File: src/core/spbs_pkg.sv
/*
  Shared constants and state types for the secondary bus initiator.
  Assumes one 100 MHz clock that is also the secondary bus clock.
*/
package spbs_pkg;

  localparam int AD_W = 32;
  localparam int CBE_W = 4;
  localparam int BUF_DEPTH = 2;
  localparam logic [1:0] BUF_FULL = 2'h2;
  localparam logic [3:0] ABORT_CYCLES = 4'hF;
  localparam logic FRAME_N_RST = 1'b1;
  localparam logic IRDY_N_RST = 1'b1;
  localparam logic SPEED_RST = 1'b0;

  typedef enum logic [1:0] {
    ST_IDLE = 2'b00,
    ST_ADDR = 2'b01,
    ST_DATA = 2'b10,
    ST_TURN = 2'b11
  } spbs_state_e;

  typedef struct packed {
    spbs_state_e st;
    logic rdy;
    logic frame_n;
    logic frame_oe;
    logic irdy_n;
    logic irdy_oe;
    logic [AD_W-1:0] ad;
    logic ad_oe;
    logic [CBE_W-1:0] cbe;
    logic cbe_oe;
    logic par;
    logic par_oe;
    logic wr;
    logic [AD_W-1:0] wdat;
    logic [CBE_W-1:0] be;
    logic [3:0] tmo;
    logic chk;
    logic exp;
    logic perr;
    logic abort;
    logic done;
    logic [BUF_DEPTH-1:0][AD_W-1:0] mem;
    logic wp;
    logic rp;
    logic [1:0] cnt;
    logic vld;
    logic [AD_W-1:0] rdat;
    logic sy0;
    logic sy1;
    logic s66;
    logic p66;
  } spbs_regs_s;

endpackage

File: src/core/spbs_host.sv
/*
  Initiator agent on the secondary bus that makes one-word accesses to the
  bridge, returns each completed word through a two-entry buffer, and drives
  and observes the speed capability straps.
  Assumes the bus clock is clk, an arbiter supplies sec_gnt_n, and a board
  resolves each pin from its output enable.
*/
`timescale 1ns/1ns

module spbs_host import spbs_pkg::*; (
  input wire logic clk,
  input wire logic reset,
  input wire logic req_valid,
  output logic req_ready,
  input wire logic req_write,
  input wire logic [CBE_W-1:0] req_cmd,
  input wire logic [AD_W-1:0] req_addr,
  input wire logic [AD_W-1:0] req_data,
  input wire logic [CBE_W-1:0] req_be,
  output logic rsp_valid,
  input wire logic rsp_ready,
  output logic [AD_W-1:0] rsp_data,
  output logic xfer_done,
  output logic xfer_abort,
  output logic parity_error,
  input wire logic sec_gnt_n,
  output logic [AD_W-1:0] sec_ad_o,
  output logic sec_ad_oe,
  input wire logic [AD_W-1:0] sec_ad_i,
  output logic [CBE_W-1:0] sec_cmd_byte_enable_lanes_o,
  output logic sec_cmd_byte_enable_lanes_oe,
  input wire logic [CBE_W-1:0] sec_cmd_byte_enable_lanes_i,
  output logic sec_parity_line_o,
  output logic sec_parity_line_oe,
  input wire logic sec_parity_line_i,
  output logic sec_frame_n_o,
  output logic sec_frame_n_oe,
  input wire logic sec_frame_n_i,
  output logic sec_initiator_ready_n_o,
  output logic sec_initiator_ready_n_oe,
  input wire logic sec_initiator_ready_n_i,
  input wire logic sec_target_ready_n_i,
  input wire logic speed_66_sel,
  output logic primary_speed_capable_in,
  input wire logic secondary_speed_capable_pin_i,
  output logic sec_speed_66
);

  spbs_regs_s s_r;
  spbs_regs_s s_nxt;
  logic xfer;
  logic push;
  logic pop;

  always_comb begin
    s_nxt = s_r;
    xfer = 1'b0;
    push = 1'b0;
    pop = s_r.vld && rsp_ready;
    s_nxt.done = 1'b0;
    s_nxt.abort = 1'b0;
    s_nxt.chk = 1'b0;
    // Parity covers what was driven one cycle earlier and follows its enable.
    s_nxt.par = ^{s_r.ad, s_r.cbe};
    s_nxt.par_oe = s_r.ad_oe;
    s_nxt.perr = s_r.chk && (s_r.exp != sec_parity_line_i);
    unique case (s_r.st)
      ST_IDLE: begin
        if (s_r.rdy && req_valid) begin
          s_nxt.st = ST_ADDR;
          s_nxt.frame_n = 1'b0;
          s_nxt.frame_oe = 1'b1;
          s_nxt.ad = req_addr;
          s_nxt.ad_oe = 1'b1;
          s_nxt.cbe = req_cmd;
          s_nxt.cbe_oe = 1'b1;
          s_nxt.wr = req_write;
          s_nxt.wdat = req_data;
          s_nxt.be = req_be;
          s_nxt.tmo = 4'h0;
        end
      end
      ST_ADDR: begin
        s_nxt.st = ST_DATA;
        s_nxt.frame_n = 1'b1;
        s_nxt.cbe = s_r.be;
        s_nxt.irdy_oe = 1'b1;
        s_nxt.irdy_n = (s_r.cnt == BUF_FULL);
        s_nxt.ad = s_r.wr ? s_r.wdat : s_r.ad;
        s_nxt.ad_oe = s_r.wr;
      end
      ST_DATA: begin
        xfer = !s_r.irdy_n && !sec_target_ready_n_i;
        if (s_r.irdy_n) begin
          s_nxt.irdy_n = (s_r.cnt == BUF_FULL);
        end else begin
          s_nxt.tmo = s_r.tmo + 4'h1;
        end
        if (xfer || (!s_r.irdy_n && s_r.tmo == ABORT_CYCLES)) begin
          s_nxt.st = ST_TURN;
          s_nxt.frame_oe = 1'b0;
          s_nxt.irdy_n = 1'b1;
          s_nxt.ad_oe = 1'b0;
          s_nxt.cbe_oe = 1'b0;
          s_nxt.done = xfer;
          s_nxt.abort = !xfer;
          push = xfer;
          s_nxt.chk = xfer && !s_r.wr;
          s_nxt.exp = ^{sec_ad_i, sec_cmd_byte_enable_lanes_i};
        end
      end
      ST_TURN: begin
        s_nxt.st = ST_IDLE;
        s_nxt.irdy_oe = 1'b0;
      end
    endcase
    if (pop) begin
      s_nxt.rp = !s_r.rp;
    end
    if (push) begin
      s_nxt.mem[s_r.wp] = s_r.wr ? s_r.wdat : sec_ad_i;
      s_nxt.wp = !s_r.wp;
    end
    s_nxt.cnt = s_r.cnt + {1'b0, push} - {1'b0, pop};
    s_nxt.vld = (s_nxt.cnt != 2'h0);
    s_nxt.rdat = s_nxt.mem[s_nxt.rp];
    // Start only on an idle bus with our grant, so a parked bridge is never fought.
    s_nxt.rdy = (s_nxt.st == ST_IDLE) && !sec_gnt_n && sec_frame_n_i
      && sec_initiator_ready_n_i && !(s_r.rdy && req_valid);
    s_nxt.p66 = speed_66_sel;
    s_nxt.sy0 = secondary_speed_capable_pin_i;
    s_nxt.sy1 = s_r.sy0;
    s_nxt.s66 = s_r.sy1;
  end

  always_ff @(posedge clk) begin
    if (reset) begin
      s_r <= '0;
      s_r.st <= ST_IDLE;
      s_r.frame_n <= FRAME_N_RST;
      s_r.irdy_n <= IRDY_N_RST;
      s_r.p66 <= SPEED_RST;
    end else begin
      s_r <= s_nxt;
    end
  end

  assign req_ready = s_r.rdy;
  assign rsp_valid = s_r.vld;
  assign rsp_data = s_r.rdat;
  assign xfer_done = s_r.done;
  assign xfer_abort = s_r.abort;
  assign parity_error = s_r.perr;
  assign sec_ad_o = s_r.ad;
  assign sec_ad_oe = s_r.ad_oe;
  assign sec_cmd_byte_enable_lanes_o = s_r.cbe;
  assign sec_cmd_byte_enable_lanes_oe = s_r.cbe_oe;
  assign sec_parity_line_o = s_r.par;
  assign sec_parity_line_oe = s_r.par_oe;
  assign sec_frame_n_o = s_r.frame_n;
  assign sec_frame_n_oe = s_r.frame_oe;
  assign sec_initiator_ready_n_o = s_r.irdy_n;
  assign sec_initiator_ready_n_oe = s_r.irdy_oe;
  assign primary_speed_capable_in = s_r.p66;
  assign sec_speed_66 = s_r.s66;

  logic par_ref_q;

  always_ff @(posedge clk) begin
    par_ref_q <= ^{sec_ad_o, sec_cmd_byte_enable_lanes_o};
  end
endmodule

File: config.mk
export PLATFORM = sky130hd
export DESIGN_NAME = spbs_host
export DESIGN_NICKNAME = d
export VERILOG_FILES = /design/src/core/spbs_pkg.sv /design/src/core/spbs_host.sv
export SDC_FILE = /design/constraint.sdc
export NUM_CORES = 1
export LEC_CHECK = 0
export BUFFER_PORTS_ARGS = -buffer_cell sky130_fd_sc_hd__buf_2
export CORE_UTILIZATION = 59
export CTS_BUF_LIST = sky130_fd_sc_hd__clkbuf_4 sky130_fd_sc_hd__clkbuf_8 sky130_fd_sc_hd__clkbuf_16
export CTS_CLUSTER_SIZE = 28
export DETAILED_ROUTE_END_ITERATION = 8
export PLACE_DENSITY_LB_ADDON = 0.05
export RECOVER_POWER = 25
export SKIP_CTS_REPAIR_TIMING = 1
export SLEW_MARGIN = 25
export SYNTH_ARGS = -nofsm -noshare
export SYNTH_HDL_FRONTEND = slang
export SYNTH_SLANG_ARGS = --single-unit
File: constraint.sdc
create_clock -name clk -period 4.08 [get_ports clk]
set_input_delay 0.204 -clock clk [delete_from_list [all_inputs] [get_ports clk]]
set_output_delay 0.204 -clock clk [all_outputs]
set_load 0.1 [all_outputs]
==> results by group, run 1 <==
Run status
  • Status: finished, violations left
  • Failing checks: max-capacitance violations, max-slew violations

Timing
  • Hold Slack: 10.8 ps
  • Max frequency: 363 MHz
  • Clk_skew: 8.08 ps
  • Final TNS setup: 0 ps
  • Crit share post-route: 0.675
  • Crit path time final: 2750 ps
  • Slew Limit Fails: 126
  • Slew margin rel.: -0.648
  • Worst-margin pin slew: 2470 ps
  • RSZ-0062 raised after global routing: no
  • Final hold violations: 0
  • Final setup violating endpoints: 0

Floorplanning
  • Initial Util: 0.613
  • Core area: 0.0148 sq mm
  • Die H: 126 um
  • Io pins: 203
  • Total die area: 0.0158 sq mm
  • Cell Rows: 44
  • DIE WIDTH: 126 um

Flow run
  • Max-Cap Viols: 1

Cells and area
  • Highest-count cells in the layout ignoring fill and taps: nor2_1 (210), dfxtp_1 (197), buf_2 (139), nor3_1 (98), nand2_1 (85)
  • Area Growth Syn to Fin: 11.7%
  • Fraction of layout cells with a size suffix above 1: 0.197
  • Most common cell after layout, fill and taps aside: nor2_1
  • Fillers: 1290
  • Layout net count: 1275
  • Final core occ: 0.685

Power
  • Pwr/cell area: 678 mW/mm^2
  • Worst IR Drop VDD: 0.430 mV
  • Static Leakage: 3.74 nW

CTS
  • Clock buffer depth: 2
  • Worst-Skew Late Latency: 430 ps
  • TritonCTS Buffers: 17
  • Clock root buffer: clkbuf_16
  • Clk slew on worst S/H paths: 70 ps
  • Number of clock sinks: 197
  • CTS tree: yes
  • H-tree depth: 4

Hold path
  • Hold Path Stages: 3
  • Class of the worst hold path: input pin to flip-flop
  • Min-delay src: req_be[1]
  • Worst hold endpoint: s_r[115]

Yosys
  • Cells after synthesis: 1050
  • Flops & latches, synth: 197
  • Sequential share of the synthesized area: 0.436
  • Syn Nets: 1178
  • Mean post-synth cell area: 8.62 sq um
  • Unique cell type count in the Yosys netlist: 42
  • Post-Syn Area: 0.00905 sq mm
  • Ys Warns: 0

Detailed routing
  • Remaining antenna violation count: 0
  • Post-Route WL: 21900 um
  • DR vias: 7354
  • Residual DRC: 0
  • Via density: 5.46
  • 1st-iter DRT viols: 525
  • WL/cell: 16.3 um
  • Drt first pass iters: 5

Setup path
  • CP Data Arrival Time: 3020 ps
  • Worst r2r src: s_r[196]
  • Buf+Inv Stages, Crit Path: 3
  • Element type at the critical path end: flip-flop
  • Startpoint Class: flip-flop
  • Worst path slowest cell: nor2_4
  • R2R Path End: rsp_data[7]
  • CP required: 4340 ps
  • Crit path largest cell delay: 490 ps
  • Worst r2r path cells: 8
  • Critical path class: flip-flop to flip-flop
  • Flop2flop setup slack: 1330 ps
  • CP max FO: 25
  • Sequence of cells on the critical path: inv_1, ha_1, and2_2, inv_2, nor2_4, buf_4, nor3_1, a2111oi_0
  • Top delay family on crit path: simple AND/OR/NAND/NOR gates

Global route
  • Global-route wire length before repair: 34600 um
  • GRT overflow: 0
  • Global-route usage over all layers: 0.280
  • Vias in the first global route: 6685
  • Initial antenna violation count: 2
  • Largest net degree at the start of global routing: 126

Place
  • Placer Congestion: 0.814
  • Hpwl dp: 14900 um
  • I/O Buffers: 202
-- how the worst max path moves through the flow --
stage,startpoint,to,slack (ps),cells past startpoint
4_1_cts,s_r[196],rsp_data[7],1390,8
5_1_grt,s_r[196],rsp_data[5],1120,8
3_3_place_gp,s_r[196],rsp_data[9],1540,8
3_5_place_dp,s_r[196],rsp_data[5],1450,8
2_1_floorplan,sec_initiator_ready_n_o,rsp_valid,1380,10
6_report,s_r[196],rsp_data[7],1330,8
-- report_power, final --
| group | total, W | internal, W | switching, W |
|---|---|---|---|
| Sequential | 0.00228 | 0.00214 | 0.000143 |
| Clock | 0.00170 | 0.000976 | 0.000721 |
| Combinational | 0.00287 | 0.000787 | 0.00208 |
| Total | 0.00685 | 0.00390 | 0.00295 |
-- sequential cells by signal, summed over array words and instances (netlist names) --
name / flops
s_nxt: 2
sec_ad_oe: 1
sec_parity_line_oe: 1
sec_parity_line_o: 1
s_r: 113
sec_initiator_ready_n_oe: 1
sec_ad_o: 32
rsp_valid: 1
rsp_data: 32
primary_speed_capable_in: 1
parity_error: 1
sec_frame_n_o: 1
req_ready: 1
xfer_done: 1
xfer_abort: 1
sec_initiator_ready_n_o: 1
sec_speed_66: 1
sec_cmd_byte_enable_lanes_o: 4
sec_frame_n_oe: 1
-- area by class of cell --
| type | count | area, sq um | share of cell area |
|---|---|---|---|
| multi-input cells | 705 | 4240 | 0.420 |
| flip-flops and latches | 197 | 3940 | 0.390 |
| repair buffers | 218 | 1060 | 0.105 |
| clock buffers | 19 | 440 | 0.0436 |
| well taps | 184 | 230 | 0.0228 |
| clock inverters | 13 | 159 | 0.0157 |
| inverters | 8 | 30.0 | 0.00297 |
| diodes | 2 | 5.00 | 0.000495 |
-- metrics by stage --
stage	instance area, sq um	cells	power (W)	setup WS (ps)
final	10100	1346	0.00685	1330
after global routing	10100	1346	0.00715	1120
after CTS	10200	1342	0.00691	1390
after detailed placement	9570	1310	0.00521	1450
after global placement	9570	1310	0.00520	1540
after floorplan	9050	1050	0.00492	1380
-- logic make-up after synthesis --
group                      share of synthesized area
xor gates and xnor gates                      0.0787
adders and majority gates                     0.0111
AOI/OAI and AO/OA                             0.0988
and+or+nand+nor                                0.197
buffers and inverters                         0.0964
DFF                                            0.436
muxes                                         0.0817
-- cells in the mapped netlist --
master / n / area share
xnor2_4: 1 / 0.0030
nand2b_1: 4 / 0.0028
nor3_1: 98 / 0.054
buf_1: 4 / 0.0017
nand4_1: 1 / 0.00069
and2_2: 1 / 0.00083
xnor2_1: 63 / 0.061
and2_1: 1 / 0.00069
nor2_1: 210 / 0.087
nor2_4: 2 / 0.0025
o21bai_1: 1 / 0.00083
inv_2: 2 / 0.00083
nand3_1: 3 / 0.0017
a2111oi_0: 25 / 0.024
buf_2: 19 / 0.011
inv_1: 6 / 0.0025
a221oi_1: 1 / 0.00097
a211oi_1: 38 / 0.032
xnor3_1: 2 / 0.0050
nand2_2: 2 / 0.0014
or2_2: 1 / 0.00069
a22oi_1: 2 / 0.0017
dfxtp_1: 197 / 0.44
xor2_1: 10 / 0.0097
nand2_1: 85 / 0.035
clkbuf_1: 42 / 0.017
nor2b_1: 8 / 0.0055
nor3b_1: 1 / 0.00083
buf_4: 72 / 0.060
ha_1: 8 / 0.011
a2111oi_1: 6 / 0.0066
o21ai_2: 1 / 0.00097
o22ai_1: 1 / 0.00069
a211o_1: 1 / 0.00097
mux2i_1: 39 / 0.043
a311oi_1: 1 / 0.00097
mux2_2: 31 / 0.039
and3_1: 3 / 0.0021
o21ai_0: 7 / 0.0039
and4b_1: 1 / 0.0011
a21oi_1: 46 / 0.025
buf_6: 3 / 0.0037
-- routing by layer --
layer  GRT usage  share of wire
met1       0.363           0.44
met5           0              0
met2       0.484           0.49
met4      0.0645         0.0057
met3      0.0510          0.055
-- tightest hold or removal path, delay by kind of cell --
kind / cells / cell delay [ps]
compound gates: 1 / 50
buf+inv: 1 / 100
simple gates: 1 / 40
(Power assumes the default switching activity.)
==> run 2: changes to the inputs <==
--- a/config.mk
+++ b/config.mk
@@ -6,7 +6,7 @@
 export NUM_CORES = 1
 export LEC_CHECK = 0
 export BUFFER_PORTS_ARGS = -buffer_cell sky130_fd_sc_hd__buf_2
-export CORE_UTILIZATION = 59
+export CORE_UTILIZATION = 49
 export CTS_BUF_LIST = sky130_fd_sc_hd__clkbuf_4 sky130_fd_sc_hd__clkbuf_8 sky130_fd_sc_hd__clkbuf_16
 export CTS_CLUSTER_SIZE = 28
 export DETAILED_ROUTE_END_ITERATION = 8
==> constraint.sdc (replaced) <==
create_clock -name clk -period 2.5 [get_ports clk]
set_input_delay 0.125 -clock clk [delete_from_list [all_inputs] [get_ports clk]]
set_output_delay 0.125 -clock clk [all_outputs]
set_load 0.1 [all_outputs]
==> run 2 against run 1 <==
The run ends with negative hold slack left. Register-to-register slack worse by 1100 ps. Clock-buffer cell count is 1 lower. Sequential cell count stayed put. Critical path type unchanged. Highest routed layer is now met5.
==> results by group, run 2 (synthesized netlist as in run 1, its figures left out) <==
CTS
  • H-tree depth: 4 (unchanged)
  • Worst-Skew Late Latency: 430 ps (about the same)
  • Clock buffer depth: 2 (unchanged)
  • TritonCTS Buffers: 17 (unchanged)
  • Number of clock sinks: 197 (unchanged)
  • Clock root buffer: clkbuf_16
  • Clk slew on worst S/H paths: 70 ps (about the same)
  • CTS tree: yes

Floorplanning
  • Total die area: 0.0190 sq mm (+20%)
  • Io pins: 203 (unchanged)
  • DIE WIDTH: 138 um (+9.6%)
  • Core area: 0.0180 sq mm (+22%)
  • Cell Rows: 49 (+11%)
  • Die H: 138 um (+9.6%)
  • Initial Util: 0.502 (-0.111)

Setup path
  • R2R Path End: rsp_valid
  • Sequence of cells on the critical path: inv_1, ha_1, and2_2, inv_2, ha_1, inv_1, ha_1, xor2_1, xnor2_1, nor2_1, or2_2
  • Crit path largest cell delay: 380 ps (-110 ps)
  • CP max FO: 6 (-76%)
  • Worst path slowest cell: dfxtp_1
  • Top delay family on crit path: adder cells
  • Startpoint Class: flip-flop
  • Worst r2r path cells: 11 (+3)
  • Worst r2r src: s_r[196]
  • CP required: 2820 ps (-1520 ps)
  • Crit-path most repeated cell: ha_1
  • Setup crit start: s_r[196]
  • Element type at the critical path end: flip-flop
  • Worst path depth: 11 (+3)
  • CP endpoint: rsp_valid
  • Buf+Inv Stages, Crit Path: 3 (unchanged)
  • Critical path class: flip-flop to flip-flop
  • CP Data Arrival Time: 2620 ps (-400 ps)
  • Flop2flop setup slack: 200 ps (-1120 ps)

Cells and area
  • Fin cells: 1434 (+6.5%)
  • Layout net count: 1320 (+3.5%)
  • Fillers: 1678 (+30%)
  • Highest-count cells in the layout ignoring fill and taps: nor2_1 (210), dfxtp_1 (196), buf_2 (141), nor3_1 (98), nand2_1 (85)
  • Largest register FFs: 113 (unchanged)
  • Area Growth Syn to Fin: 17.8%
  • Fraction of layout cells with a size suffix above 1: 0.198 (about the same)
  • Ant. Diodes: 0 (-2)
  • Post-route cell area: 0.0107 sq mm (+5.4%)
  • Most common cell after layout, fill and taps aside: nor2_1
  • Top reg by flops: s_r

Timing
  • Final worst slack: 203 ps (-1120 ps)
  • Final TNS setup: 0 ps (unchanged)
  • Final setup violating endpoints: 0 (unchanged)
  • Clk_skew: 9.31 ps (+1.24 ps)
  • Max frequency: 435 MHz (+20%)
  • Worst-margin pin slew: 1250 ps (-1220 ps)
  • Final hold violations: 1 (+1)
  • Crit share post-route: 0.919 (+0.244)
  • Slew margin rel.: 0.168 (+0.817)
  • Crit path time final: 2300 ps (-456 ps)
  • Slew Limit Fails: 0 (-100%)
  • Hold Slack: -3.60 ps (-14.4 ps)
  • RSZ-0062 raised after global routing: no

Hold path
  • Class of the worst hold path: input pin to flip-flop

Detailed routing
  • Met3 WL: 1090 um (-9.8%)
  • WL/cell: 16.4 um (+0.98%)
  • Remaining antenna violation count: 0 (unchanged)
  • Top sig layer: met5
  • Via density: 5.15 (-5.7%)
  • Post-Route WL: 23500 um (+7.6%)
  • Wire length on met2: 10400 um (-3.5%)
  • DR vias: 7388 (+0.46%)
  • Post-Route M1 WL: 11500 um (+18%)
  • Drt first pass iters: 4 (-1)
  • Residual DRC: 0 (unchanged)
  • 1st-iter DRT viols: 421 (-20%)

Power
  • Worst IR Drop VDD: 0.938 mV (+120%)
  • Pwr/cell area: 1060 mW/mm^2 (+56%)
  • Static Leakage: 3.97 nW (+6.1%)

Place
  • Dpl cells: 1363 (+4.0%)
  • Pre-CTS WS: 217 ps (-1230 ps)
  • DP Area: 0.00975 sq mm (+1.9%)
  • Hpwl dp: 16500 um (+11%)
  • I/O Buffers: 202 (unchanged)
  • Placer Congestion: 0.834 (+2.4%)

Run status
  • Status: finished, violations left
  • Failing checks: negative hold slack

Global route
  • Initial antenna violation count: 1 (-1)
  • Global-route wire length before repair: 35100 um (+1.2%)
  • Largest net degree at the start of global routing: 68 (-46%)
  • Global-route usage over all layers: 0.243 (-0.0363)
  • Vias in the first global route: 6467 (-3.3%)
  • GRT overflow: 0 (unchanged)

Flow run
  • Max-Cap Viols: 0 (-1)
[run 2: cell count changes in the layout (fill, tap and decap cells not counted), moves of 3 or more]
cell	previous run	this run
inv_6	0	4
buf_12	0	5
inv_8	0	3
clkinv_2	4	1
dlygate4sd3_1	2	39
[run 2: report_power, final]
part / switching [W] / internal, W / total (W)
Sequential: 0.000231 / 0.00349 / 0.00372
Clock: 0.00127 / 0.00154 / 0.00281
Combinational: 0.00342 / 0.00134 / 0.00476
Total: 0.00492 / 0.00636 / 0.0113
[run 2: layer usage]
metal | GRT usage | vias up
li1 | - | 3777
met1 | 0.352 | 3389
met2 | 0.363 | 181
met3 | 0.0409 | 39
met4 | 0.0876 | 2
met5 | 0 | -
[run 2: stage by stage]
stage	util	power (W)
after detailed placement	0.541	0.00857
after global routing	0.591	0.0119
after global placement	0.541	0.00855
after floorplan	-	0.00803
after CTS	0.574	0.0114
final	0.591	0.0113
[run 2: area by class of cell]
class | instances | area [sq um] | share of cell area
Tap cell | 229 | 287 | 0.0269
Sequential cell | 197 | 3950 | 0.370
Inverter | 8 | 30.0 | 0.00282
Clock inverter | 14 | 166 | 0.0156
Clock buffer | 18 | 439 | 0.0412
Multi-Input combinational cell | 705 | 4240 | 0.398
Timing Repair Buffer | 263 | 1550 | 0.145
[run 2: worst min-delay path by stage]
stage                          endpoint               from  cells after the start
2_1_floorplan                   s_r[37]              reset                      1
4_1_cts        primary_speed_capable_in       speed_66_sel                      2
3_5_place_dp   primary_speed_capable_in       speed_66_sel                      2
5_1_grt                    parity_error  sec_parity_line_i                      3
6_report                   parity_error  sec_parity_line_i                      3
3_3_place_gp   primary_speed_capable_in       speed_66_sel                      2
[run 2: worst register-to-register path, cell delays in order, from the launching register on]
cell	delay, ps
dfxtp_1	380
inv_1	100
ha_1	240
and2_2	230
inv_2	140
ha_1	250
inv_1	60
ha_1	150
xor2_1	170
xnor2_1	140
nor2_1	60
or2_2	280
==> run 3: changes to the inputs <==
--- a/config.mk
+++ b/config.mk
@@ -11,7 +11,6 @@
 export CTS_CLUSTER_SIZE = 28
 export DETAILED_ROUTE_END_ITERATION = 8
 export PLACE_DENSITY_LB_ADDON = 0.05
-export RECOVER_POWER = 25
 export SKIP_CTS_REPAIR_TIMING = 1
 export SLEW_MARGIN = 25
 export SYNTH_ARGS = -nofsm -noshare
==> run 3 against run 2 <==
The run still ends with negative hold slack left. Sequential share of layout area down 0.29 points. Maximum frequency up 0.25%. Sequential cell count unchanged. Critical path depth unchanged. Non-clock buffer count unchanged. Final cell count unchanged. Wire length decreased by 0.16%. Clock-buffer cell count unchanged. Die area unchanged. Total power up 0.49%. Core utilization grew 0.47 points. Setup slack improved by 5.8 ps. Largest cell class unchanged.
==> results by group, run 3 (synthesized netlist as in run 1, its figures left out) <==
Setup path
  • Element type at the critical path end: flip-flop
  • Crit path largest cell delay: 380 ps (about the same)
  • Worst path slowest cell: dfxtp_1
  • CP required: 2830 ps (about the same)
  • Critical path class: flip-flop to flip-flop
  • CP max FO: 6 (unchanged)
  • Startpoint Class: flip-flop
  • CP Data Arrival Time: 2620 ps (about the same)
  • Crit-path most repeated cell: ha_1
  • Sequence of cells on the critical path: inv_1, ha_1, and2_2, inv_2, ha_1, inv_1, ha_1, xor2_1, xnor2_1, nor2_1, or2_2

Global route
  • Initial antenna violation count: 1 (unchanged)
  • Largest net degree at the start of global routing: 68 (unchanged)
  • GRT overflow: 0 (unchanged)
  • Vias in the first global route: 6467 (unchanged)
  • Global-route wire length before repair: 35100 um (unchanged)
  • Global-route usage over all layers: 0.243 (unchanged)

Detailed routing
  • Post-Route WL: 23500 um (-0.16%)
  • Drt first pass iters: 5 (+1)
  • WL/cell: 16.4 um (-0.16%)
  • 1st-iter DRT viols: 411 (-2.4%)
  • DR vias: 7386 (-0.027%)
  • Residual DRC: 0 (unchanged)
  • Remaining antenna violation count: 0 (unchanged)
  • Via density: 5.15 (about the same)

Floorplanning
  • DIE WIDTH: 138 um (unchanged)
  • Core area: 0.0180 sq mm (unchanged)
  • Initial Util: 0.502 (unchanged)
  • Die H: 138 um (unchanged)
  • Io pins: 203 (unchanged)
  • Cell Rows: 49 (unchanged)
  • Total die area: 0.0190 sq mm (unchanged)

Cells and area
  • Fraction of layout cells with a size suffix above 1: 0.249 (+0.0515)
  • Area Growth Syn to Fin: 18.8%
  • Ant. Diodes: 0 (unchanged)
  • Seq. cell area: 0.00395 sq mm (unchanged)
  • Largest register FFs: 113 (unchanged)
  • Top reg by flops: s_r
  • Fillers: 1649 (-1.7%)
  • Layout net count: 1320 (unchanged)
  • Highest-count cells in the layout ignoring fill and taps: nor2_1 (210), buf_2 (201), dfxtp_1 (196), nor3_1 (98), nand2_1 (85)
  • Post-route cell area: 0.0107 sq mm (+0.80%)
  • Final core occ: 0.596 (+0.00472)
  • Most common cell after layout, fill and taps aside: nor2_1
  • Multi-input gate area: 0.00424 sq mm (unchanged)

CTS
  • Clock root buffer: clkbuf_16
  • TritonCTS Buffers: 17 (unchanged)
  • Number of clock sinks: 197 (unchanged)
  • Clock buffer depth: 2 (unchanged)
  • CTS tree: yes
  • Worst-Skew Late Latency: 440 ps (about the same)
  • Clk slew on worst S/H paths: 70 ps (about the same)
  • H-tree depth: 4 (unchanged)

Timing
  • RSZ-0062 raised after global routing: no
  • Crit share post-route: 0.917 (-0.00233)
  • Slew margin rel.: 0.560 (+0.391)
  • Max frequency: 436 MHz (+0.25%)
  • Slew Limit Fails: 0 (unchanged)
  • Final TNS setup: 0 ps (unchanged)
  • Clk_skew: 14.8 ps (+5.51 ps)
  • Final hold violations: 1 (unchanged)
  • Final worst slack: 208 ps (+5.82 ps)
  • Final setup violating endpoints: 0 (unchanged)
  • Crit path time final: 2290 ps (-5.82 ps)
  • Hold Slack: -3.13 ps (+0.477 ps)
  • Worst-margin pin slew: 661 ps (-592 ps)

Place
  • DP Area: 0.00975 sq mm (unchanged)
  • Hpwl dp: 16500 um (unchanged)
  • I/O Buffers: 202 (unchanged)
  • Pre-CTS WS: 217 ps (unchanged)
  • Placer Congestion: 0.834 (unchanged)

Power
  • Power Total: 0.0113 W (+0.49%)
  • Pwr/cell area: 1060 mW/mm^2 (-0.30%)
  • Worst IR Drop VDD: 0.942 mV (+0.43%)
  • Static Leakage: 4.23 nW (+6.5%)

Run status
  • Failing checks: negative hold slack
  • Status: finished, violations left

Hold path
  • Class of the worst hold path: input pin to flip-flop

Flow run
  • Max-Cap Viols: 0 (unchanged)
run 3: report_power, final:
group          leakage (nW)  switching, W  total (W)  internal (W)
clock network         0.294       0.00127    0.00281       0.00154
registers              1.59      0.000224    0.00371       0.00349
logic                  2.34       0.00342    0.00482       0.00140
total                  4.23       0.00491     0.0113       0.00643
run 3: path summary, 6_finish.rpt:
path                     startpoint      endpoint  slack (ps)  cells after the start
setup reg to reg           s_r[196]     rsp_valid         210                     11
hold reg to reg            s_nxt[1]  sec_speed_66         440                      1
hold / removal    sec_parity_line_i  parity_error          -3                      3
setup / recovery           s_r[196]     rsp_valid         210                     11
run 3: final cells by class:
type | instances | area share
multi-input cells | 705 | 0.395
repair buffers | 263 | 0.152
clock buffers | 18 | 0.0409
clock inverters | 14 | 0.0155
inverters | 8 | 0.00280
flip-flops and latches | 197 | 0.367
well taps | 229 | 0.0267
run 3: metal layers:
metal  vias to the layer above  part of all wire  global-route usage
li1                       3770                 -                   -
met1                      3375              0.48               0.352
met2                       206              0.45               0.363
met3                        33             0.053              0.0409
met4                         2             0.020              0.0876
met5                         -           0.00055                   0
run 3: worst max-delay path: cells and delay by family (launching register included):
| kind | cells | cell delay [ps] |
|---|---|---|
| adders and majority gates | 3 | 640 |
| and+or+nand+nor | 3 | 570 |
| DFF | 1 | 380 |
| xor gates and xnor gates | 2 | 310 |
| buffers and inverters | 3 | 300 |
run 3: stage by stage:
stage,hold slack (ps),cells
2_1_floorplan,204,1050
3_3_place_gp,333,1363
3_5_place_dp,347,1363
4_1_cts,-115,1395
5_1_grt,-0.943,1434
6_report,-3.13,1434
